<file path="config.mk">
export PLATFORM = sky130hd
export DESIGN_NAME = gtcp_timer
export DESIGN_NICKNAME = d
export VERILOG_FILES = /design/src/gtcp_edge_det.v /design/src/gtcp_prescale.v /design/src/gtcp_timer.v
export VERILOG_INCLUDE_DIRS = /design/src
export SDC_FILE = /design/constraint.sdc
export NUM_CORES = 1
export LEC_CHECK = 0
export BUFFER_PORTS_ARGS = -buffer_cell sky130_fd_sc_hd__clkbuf_2
export CORE_MARGIN = 8
export CORE_UTILIZATION = 65
export CTS_CLUSTER_DIAMETER = 200
export DETAILED_ROUTE_END_ITERATION = 8
export PLACE_DENSITY = 0.86
export SYNTH_ARGS = -nofsm -noshare
export SYNTH_HDL_FRONTEND = slang
export SYNTH_HIERARCHICAL = 1
export SYNTH_SLANG_ARGS = --single-unit
</file>
<file path="constraint.sdc">
create_clock -name clk_i -period 9.73 [get_ports clk_i]
set_clock_uncertainty 0.2 [all_clocks]
set_input_delay 0.4865 -clock clk_i [delete_from_list [all_inputs] [get_ports clk_i]]
set_output_delay 0.4865 -clock clk_i [all_outputs]
set_load 0.02 [all_outputs]
</file>
<file path="src/gtcp_defs.vh">
`ifndef GTCP_DEFS_VH
`define GTCP_DEFS_VH
`define GTCP_A_CFG 4'h0
`define GTCP_A_MODE 4'h1
`define GTCP_A_CTL 4'h2
`define GTCP_A_IMR 4'h3
`define GTCP_A_RIS 4'h4
`define GTCP_A_MIS 4'h5
`define GTCP_A_ICR 4'h6
`define GTCP_A_ILR 4'h7
`define GTCP_A_MATCH 4'h8
`define GTCP_A_PR 4'h9
`define GTCP_A_CNT 4'ha
`define GTCP_A_CAP 4'hb
`define GTCP_CTL_EN 0
`define GTCP_CTL_EVT_LO 2
`define GTCP_CTL_PWML 6
`define GTCP_CTL_RTC 4
`define GTCP_MODE_AMS 3
`define GTCP_MODE_CMR 2
`define GTCP_IRQ_TO 0
`define GTCP_IRQ_CM 1
`define GTCP_IRQ_CE 2
`define GTCP_IRQ_RTC 3
`define GTCP_MR_ONESHOT 2'h1
`define GTCP_MR_PERIODIC 2'h2
`define GTCP_MR_CAPTURE 2'h3
`define GTCP_EVT_RISE 2'h0
`define GTCP_EVT_FALL 2'h1
`define GTCP_EVT_BOTH 2'h3
`define GTCP_CFG_16 3'h4
`define GTCP_LOAD_RST 16'hffff
`endif

</file>
<file path="src/gtcp_edge_det.v">
`timescale 1ns/1ns
`include "gtcp_defs.vh"
module gtcp_edge_det (
   // clock and reset
   input wire clk_i,
   input wire rst_n_i,
   // pin and selection
   input wire pin_i,
   input wire [1:0] sel_i,
   // event
   output reg evt_o
);
   reg meta_r;
   reg sync_r;
   reg prev_r;
   wire rise;
   wire fall;
   assign rise = sync_r & ~prev_r;
   assign fall = ~sync_r & prev_r;
   always @(posedge clk_i) begin
      if (!rst_n_i) begin
         meta_r <= 1'b0;
         sync_r <= 1'b0;
         prev_r <= 1'b0;
         evt_o <= 1'b0;
      end else begin
         meta_r <= pin_i;
         sync_r <= meta_r;
         prev_r <= sync_r;
         case (sel_i)
            `GTCP_EVT_RISE: evt_o <= rise;
            `GTCP_EVT_FALL: evt_o <= fall;
            `GTCP_EVT_BOTH: evt_o <= rise | fall;
            default: evt_o <= 1'b0;
         endcase
      end
   end
endmodule // gtcp_edge_det

</file>
<file path="src/gtcp_prescale.v">
`timescale 1ns/1ns
module gtcp_prescale #(
   parameter W = 8
) (
   // clock and reset
   input wire clk_i,
   input wire rst_n_i,
   // control
   input wire run_i,
   input wire bypass_i,
   input wire [W-1:0] div_i,
   // tick
   output wire tick_o
);
   reg [W-1:0] cnt_r;
   assign tick_o = run_i & (bypass_i | (cnt_r == {W{1'b0}}));
   always @(posedge clk_i) begin
      if (!rst_n_i) begin
         cnt_r <= {W{1'b0}};
      end else if (!run_i || bypass_i) begin
         cnt_r <= div_i;
      end else if (cnt_r == {W{1'b0}}) begin
         cnt_r <= div_i;
      end else begin
         cnt_r <= cnt_r - 1'b1;
      end
   end
endmodule // gtcp_prescale

</file>
<file path="src/gtcp_timer.v">
// The placing of the registers and strobed register access are this design's own decisions.
`timescale 1ns/1ns
`include "gtcp_defs.vh"
module gtcp_timer #(
   parameter W = 16
) (
   // clock and reset
   input wire clk_i,
   input wire rst_n_i,
   // register port
   input wire [3:0] addr_i,
   input wire [31:0] wdata_i,
   input wire wr_i,
   input wire rd_i,
   output reg [31:0] rdata_o,
   // capture compare pin
   input wire ccp_i,
   output reg ccp_o,
   output reg ccp_oe_o
);
   reg [2:0] cfg_r;
   reg [3:0] mode_r;
   reg [6:0] ctl_r;
   reg [3:0] imr_r;
   reg [3:0] ris_r;
   reg [W-1:0] load_r;
   reg [W-1:0] match_r;
   reg [7:0] pr_r;
   reg [W-1:0] cnt_r;
   reg [W-1:0] cap_r;
   reg pwm_r;
   reg [3:0] set_nxt;
   reg [W-1:0] cnt_nxt;
   reg en_clr_nxt;
   wire en;
   wire [1:0] mr;
   wire cmr;
   wire ams;
   wire pwm_mode;
   wire ecnt_mode;
   wire etime_mode;
   wire cap_mode;
   wire evt;
   wire tick;
   wire ctl_wr;
   assign en = ctl_r[`GTCP_CTL_EN];
   assign mr = mode_r[1:0];
   assign cmr = mode_r[`GTCP_MODE_CMR];
   assign ams = mode_r[`GTCP_MODE_AMS];
   assign pwm_mode = ams & ~cmr & (mr == `GTCP_MR_PERIODIC);
   assign ecnt_mode = ~ams & ~cmr & (mr == `GTCP_MR_CAPTURE);
   assign etime_mode = ~ams & cmr & (mr == `GTCP_MR_CAPTURE);
   assign cap_mode = ecnt_mode | etime_mode | pwm_mode;
   assign ctl_wr = wr_i && (addr_i == `GTCP_A_CTL);

   gtcp_edge_det u_edge (
      .clk_i(clk_i),
      .rst_n_i(rst_n_i),
      .pin_i(ccp_i),
      .sel_i(ctl_r[`GTCP_CTL_EVT_LO+1:`GTCP_CTL_EVT_LO]),
      .evt_o(evt)
   );

   gtcp_prescale #(.W(8)) u_pre (
      .clk_i(clk_i),
      .rst_n_i(rst_n_i),
      .run_i(en),
      .bypass_i(cap_mode),
      .div_i(pr_r),
      .tick_o(tick)
   );

   // counter and event logic
   always @* begin
      set_nxt = 4'h0;
      cnt_nxt = cnt_r;
      en_clr_nxt = 1'b0;
      if (en) begin
         if (ecnt_mode) begin
            if (evt) begin
               if (cnt_r - 1'b1 == match_r) begin
                  cnt_nxt = load_r;
                  en_clr_nxt = 1'b1;
                  set_nxt[`GTCP_IRQ_CM] = 1'b1;
               end else begin
                  cnt_nxt = cnt_r - 1'b1;
               end
            end
         end else if (etime_mode || pwm_mode) begin
            if (cnt_r == {W{1'b0}}) begin
               cnt_nxt = load_r;
            end else begin
               cnt_nxt = cnt_r - 1'b1;
            end
            if (etime_mode && evt) begin
               set_nxt[`GTCP_IRQ_CE] = 1'b1;
            end
         end else if (cfg_r == `GTCP_CFG_16 || cfg_r == 3'h0) begin
            if (tick) begin
               if (cnt_r == {W{1'b0}}) begin
                  cnt_nxt = load_r;
                  set_nxt[`GTCP_IRQ_TO] = 1'b1;
                  en_clr_nxt = (mr == `GTCP_MR_ONESHOT);
               end else begin
                  cnt_nxt = cnt_r - 1'b1;
               end
            end
         end else if (cfg_r == 3'h1) begin
            if (evt) begin
               if (cnt_r == match_r) begin
                  cnt_nxt = {W{1'b0}};
                  set_nxt[`GTCP_IRQ_RTC] = 1'b1;
               end else begin
                  cnt_nxt = cnt_r + 1'b1;
               end
            end
         end
      end
   end

   always @(posedge clk_i) begin
      if (!rst_n_i) begin
         cfg_r <= 3'h0;
         mode_r <= 4'h0;
         ctl_r <= 7'h00;
         imr_r <= 4'h0;
         ris_r <= 4'h0;
         load_r <= `GTCP_LOAD_RST;
         match_r <= `GTCP_LOAD_RST;
         pr_r <= 8'h00;
         cnt_r <= `GTCP_LOAD_RST;
         cap_r <= `GTCP_LOAD_RST;
         pwm_r <= 1'b0;
      end else begin
         if (wr_i && addr_i == `GTCP_A_CFG) cfg_r <= wdata_i[2:0];
         if (wr_i && addr_i == `GTCP_A_MODE) mode_r <= wdata_i[3:0];
         if (wr_i && addr_i == `GTCP_A_IMR) imr_r <= wdata_i[3:0];
         if (wr_i && addr_i == `GTCP_A_PR) pr_r <= wdata_i[7:0];
         if (wr_i && addr_i == `GTCP_A_MATCH) match_r <= wdata_i[W-1:0];
         if (ctl_wr) begin
            ctl_r <= wdata_i[6:0];
         end else if (en_clr_nxt) begin
            ctl_r[`GTCP_CTL_EN] <= 1'b0;
         end
         // set wins over clear; no flags in pwm mode
         if (pwm_mode) begin
            ris_r <= ris_r & ~((wr_i && addr_i == `GTCP_A_ICR) ? wdata_i[3:0] : 4'h0);
         end else begin
            ris_r <= (ris_r & ~((wr_i && addr_i == `GTCP_A_ICR) ? wdata_i[3:0] : 4'h0))
                     | set_nxt;
         end
         if (wr_i && addr_i == `GTCP_A_ILR) begin
            load_r <= wdata_i[W-1:0];
            if (!en || !ecnt_mode) cnt_r <= wdata_i[W-1:0];
            else cnt_r <= cnt_nxt;
         end else if (ctl_wr && !en && wdata_i[`GTCP_CTL_EN] && cfg_r == 3'h1) begin
            cnt_r <= {{(W-1){1'b0}}, 1'b1};
         end else begin
            cnt_r <= cnt_nxt;
         end
         if (set_nxt[`GTCP_IRQ_CE]) cap_r <= cnt_r;
         // pwm output, registered for glitch-free edges
         if (!pwm_mode || !en) begin
            pwm_r <= 1'b0;
         end else if (cnt_r == load_r) begin
            pwm_r <= 1'b1;
         end else if (cnt_r == match_r) begin
            pwm_r <= 1'b0;
         end
      end
   end

   // outputs and read port
   always @(posedge clk_i) begin
      if (!rst_n_i) begin
         ccp_o <= 1'b0;
         ccp_oe_o <= 1'b0;
         rdata_o <= 32'h0000_0000;
      end else begin
         ccp_oe_o <= pwm_mode;
         ccp_o <= pwm_r ^ ctl_r[`GTCP_CTL_PWML];
         rdata_o <= 32'h0000_0000;
         if (rd_i) begin
            case (addr_i)
               `GTCP_A_CFG: rdata_o <= {29'h0, cfg_r};
               `GTCP_A_MODE: rdata_o <= {28'h0, mode_r};
               `GTCP_A_CTL: rdata_o <= {25'h0, ctl_r};
               `GTCP_A_IMR: rdata_o <= {28'h0, imr_r};
               `GTCP_A_RIS: rdata_o <= {28'h0, ris_r};
               `GTCP_A_MIS: rdata_o <= {28'h0, ris_r & imr_r};
               `GTCP_A_ILR: rdata_o <= {{(32-W){1'b0}}, load_r};
               `GTCP_A_MATCH: rdata_o <= {{(32-W){1'b0}}, match_r};
               `GTCP_A_PR: rdata_o <= {24'h0, pr_r};
               `GTCP_A_CNT: rdata_o <= {{(32-W){1'b0}}, cnt_r};
               `GTCP_A_CAP: rdata_o <= {{(32-W){1'b0}}, cap_r};
               default: rdata_o <= 32'h0000_0000;
            endcase
         end
      end
   end
endmodule // gtcp_timer

</file>
### Word level (Yosys, flattened, before mapping)

Index checks and enable logic that the tools add are counted.

| storage, ports and cells | value |
|---|---|
| register bits after elaboration | 141 |
| bits of input ports | 41 |
| output and inout port bits | 34 |
| word-level logic and storage cells | 143 |

| operators by class | value |
|---|---|
| add/sub/neg operators | 3 |
| eq/ne operators | 21 |
| mux-type cells | 47 |
| bitwise operators | 23 |
| reduce and logical (&&, ||, !) cells | 29 |

Operator list:

| operator | count |
|---|---|
| 2-to-1 mux 16 bit | 14 |
| case mux 16 bit (11 select lines) | 1 |
| == test 16 bit | 3 |
| 2-to-1 mux 1 bit | 25 |
| adder 16 x 1 -> 16 bit, second input constant | 1 |
| == test 4 x 3 -> 1 bit, second input constant | 4 |
| == test 4 bit, second input constant | 4 |
| logical NOT 16 bit | 1 |
| 2-to-1 mux 8 bit | 2 |
| subtractor 16 x 1 -> 16 bit, second input constant | 1 |
| logical AND 1 bit | 12 |
| 2-to-1 mux 4 bit | 3 |
| AND 1 bit | 9 |
| AND 4 bit | 2 |
| == test 4 x 2 -> 1 bit, second input constant | 2 |
| logical NOT 8 bit | 1 |
| subtractor 8 x 1 -> 8 bit, second input constant | 1 |
| == test 2 bit, second input constant | 3 |
| logical OR 1 bit | 5 |
| inverter 1 bit | 5 |
| == test 2 x 1 -> 1 bit, second input constant | 2 |
| == test 4 x 1 -> 1 bit, second input constant | 1 |
| logical NOT 4 bit | 1 |
| inverter 4 bit | 1 |
| other kinds (13) | 19 |

### Depth between registers and ports, before layout

| depth | value |
|---|---|
| depth after elaboration | 14 |
| mapped depth | 13 |
| mapped depth without buffers | 11 |

### By module

Netlist, hierarchy kept.

Modules (own cells, without submodules):

| module | times used | cells each | area an instance (sq um) | seq. area each (sq um) |
|---|---|---|---|---|
| gtcp_timer | 1 | 1015 | 7355.8 | 2262.2 |
| gtcp_prescale | 1 | 50 | 474.2 | 160.2 |
| gtcp_edge_det | 1 | 15 | 160.2 | 80.1 |

### Least setup slack after synthesis

No wires, ideal clock.

| timing path | value |
|---|---|
| path type | register to register |
| start point | register, netlist name cnt_r[0] |
| end point | register, netlist name cnt_r[2] |
| setup time | 0.120 ns |
| arrival | 3.158 ns |
| data required time | 9.410 ns |
| setup slack | 6.253 ns |
| stages on the path, launching flop included | 13 |
| buffers on the path | 2 |
| clock period less this slack | 3.477 ns |
| cell sequence | dfxtp_1 -> clkbuf_1 -> inv_1 -> ha_1 -> or4b_1 -> or4_1 -> nand2_1 -> o2111ai_1 -> nor4_2 -> buf_4 -> mux2i_1 -> nand2_1 -> a211o_1 |

==> metrics.md <==
| Metric | Value |
|---|---|
| Status | `complete, but fails checks` |
| Failing checks | `DRC` |
| Iteration-0 DRC count of the detailed router | `1,535` |
| Post-CTS Hold Buffers | `0` |
| Hold path cells | `2` |
| Num rows | `40` |
| Worst-path clk slew | `0.06 ns` |
| Logic gate share of total power | `9.4%` |
| Leakage power | `3.37 nW` |
| Yosys warns | `6` |
| Routed Antenna Nets | `0` |
| Pin count of the biggest net entering global routing | `60` |
| Boundary Pins | `75` |
| Ys flop type | `dfxtp_1` |
| Gate count of the mapped netlist | `1,080` |
| Area after DPL | `8050 um^2` |
| # setup viols final | `0` |
| Clock sink total | `125` |
| Clock Root Buffer | `clkbuf_16` |
| GRT Residual Overflow | `0` |
| Reg2reg path depth | `11` |
| Net Sw Frac | `24.9%` |
| PortBufs | `42` |
| H-tree levels | `4` |
| Final Util | `72.4%` |
| Post-synth EDFFs | `0` |
| Setup TNS | `0 ns` |
| Final Max Tran Viols | `0` |
| Min Tclk post-route | `5.03 ns` |
| First-pass GRT wire length | `43,100 um` |
| Relative slew slack | `7.64%` |
| Class of the worst hold path | `in -> reg` |
| Gr usage total | `34.0%` |
| Post-CTS setup buffers | `0` |
| Crit path max fanout | `16` |
| WL/cell | `22.9 um` |
| Routability cong. | `1.01` |
| Syn_area_per_cell | `7.40 um^2` |
| Share of cells above drive strength 1 | `9.63%` |
| Power share of the clock group | `50.9%` |
| Net Switching | `0.337 mW` |
| Period utilisation layout | `51.7%` |
| Critical path required time | `9.84 ns` |
| Area growth, synth to finish | `8.83%` |
| Yosys cell types | `77` |
| Commonest cells after routing, fill and taps aside | `nand2_1, dfxtp_1, a21oi_1` |
| Reg power frac | `39.7%` |
| Critical path type | `reg -> reg` |
| Post-route cell area | `8700 um^2` |
| CTS tree | `done` |
| Remaining DRCs | `8` |
| Total power draw | `1.35 mW` |
| Worst-Margin Slew | `1.38 ns` |
| CTS buffer count | `17` |
| # diodes | `0` |
| Clock latency on the worst-skew pair | `0.43 ns` |
| Die Y | `127 um` |
| F_max | `0.199 GHz` |
| Vias in the first global route | `7,805` |
| Final hold viol count | `0` |
| Max Cap Viol | `0` |
| #FFs+latches synth | `125` |
| Setup repair after global routing missed its margin | `no` |
| Initial antenna violation count | `0` |
| Mapped Area | `7990 um^2` |
| PD cells | `156 nW/um^2` |
| 1st-pass router iterations | `9` |
| Startpoint Class | `register` |
| Cts repair resizes | `0` |
| Fin nets | `1,105` |
| Routed via count | `8,611` |
| Vias per cell | `7.08` |
| Maximum VDD drop | `0.000165 V` |
| Post-Route WL | `27,800 um` |
| HPWL after detailed placement | `18,400 um` |
| Pint | `1.02 mW` |
| Initial Utilization | `66.5%` |
| Async S/R FF share, synth | `0%` |
| Critical path arrival | `5.14 ns` |
| Hold Slack | `0.0834 ns` |
| Commonest non-fill, non-tap cell in the layout | `nand2_1` |
| Worst setup EP type | `register` |
| Die Footprint | `16,100 um^2` |
| Fillers | `983` |
| Die span in x | `127 um` |
| Core ar. | `12,000 um^2` |
| Max clock buf depth | `2` |
| Sequential element share of the synthesized area | `31.3%` |
[layout make-up]
type / count / area, um^2 / share of cell area [%]
multi-input cells: 844 / 5000 / 57.5
flip-flops and latches: 125 / 2500 / 28.8
clock buffers: 22 / 484 / 5.57
repair buffers: 57 / 323 / 3.71
well taps: 147 / 184 / 2.12
clock inverters: 9 / 158 / 1.81
inverters: 13 / 48.8 / 0.561
[Yosys cell counts, types with 17 or more instances]
master      n  area [um^2]
a21oi_1    84          420
a22oi_1    34          255
and2_1     17          106
buf_4      17          128
clkbuf_1   82          308
dfxtp_1   125         2500
mux2i_1    22          220
nand2_1   185          694
nand3_1    72          360
nand4_1    19          119
nor2_1     60          225
nor2b_1    21          131
nor3_1     21          105
o21ai_0    34          170
xnor2_1    37          324
xor2_1     20          175
[stage by stage]
stage	worst slack [ns]	instances
2_1_floorplan	6.25	1095
3_3_place_gp	4.94	1186
3_5_place_dp	4.91	1186
4_1_cts	4.90	1217
5_1_grt	4.56	1217
6_report	4.70	1217
[power groups by stage]
stage | clock (mW) | sequential [mW] | combinational (mW)
2_1_floorplan | 0 | 0.540 | 0.0928
3_3_place_gp | 0 | 0.547 | 0.119
3_5_place_dp | 0 | 0.547 | 0.121
4_1_cts | 0.691 | 0.536 | 0.123
5_1_grt | 0.711 | 0.538 | 0.135
6_report | 0.690 | 0.538 | 0.127
[worst max-delay path, stage by stage, from the launching register on]
cell	delay (ns)
dfxtp_1	0.47
inv_1	0.18
ha_1	0.59
or4b_1	0.58
or4_1	0.64
nand2_1	0.12
o2111ai_1	0.18
nor4_4	0.93
buf_4	0.39
nand3_1	0.26
o31ai_1	0.31
a21oi_1	0.06
[path summary, 6_finish.rpt]
| path | start | endpoint | slack (ns) |
|---|---|---|---|
| setup / recovery | cnt_r[0] | cnt_r[8] | 4.70 |
| hold / removal | ccp_i | u_edge/meta_r | 0.08 |
| setup reg to reg | cnt_r[0] | cnt_r[8] | 4.70 |
| hold reg to reg | u_edge/meta_r | u_edge/sync_r | 0.25 |
[flip-flops by register name (all words and copies together) (netlist names), 7 cells and up]
| signal | cells |
|---|---|
| cap_r | 16 |
| cnt_r | 16 |
| load_r | 16 |
| match_r | 16 |
| rdata_o | 16 |
| pr_r | 8 |
| u_pre/cnt_r | 8 |
| ctl_r | 7 |
[layer usage]
metal / part of all wire, % / wire (um) / track usage, % / vias up
met2: 43 / 11900 / 50.8 / 733
li1: - / - / - / 3789
met5: 0 / 0 / 0 / -
met1: 37 / 10300 / 42.9 / 3931
met3: 15 / 4070 / 8.59 / 158
met4: 5.8 / 1620 / 21.2 / 0
[cells by family after synthesis]
family / Yosys count / share of synthesized area [%]
other: 1 / 0.0469
DFF: 125 / 31.3
AOI/OAI and AO/OA: 259 / 21.5
buffers and inverters: 126 / 6.97
and+or+nand+nor: 482 / 29.9
muxes: 24 / 3.04
xor gates and xnor gates: 57 / 6.25
adders and majority gates: 6 / 0.940
Power figures use the tool's default switching activity.
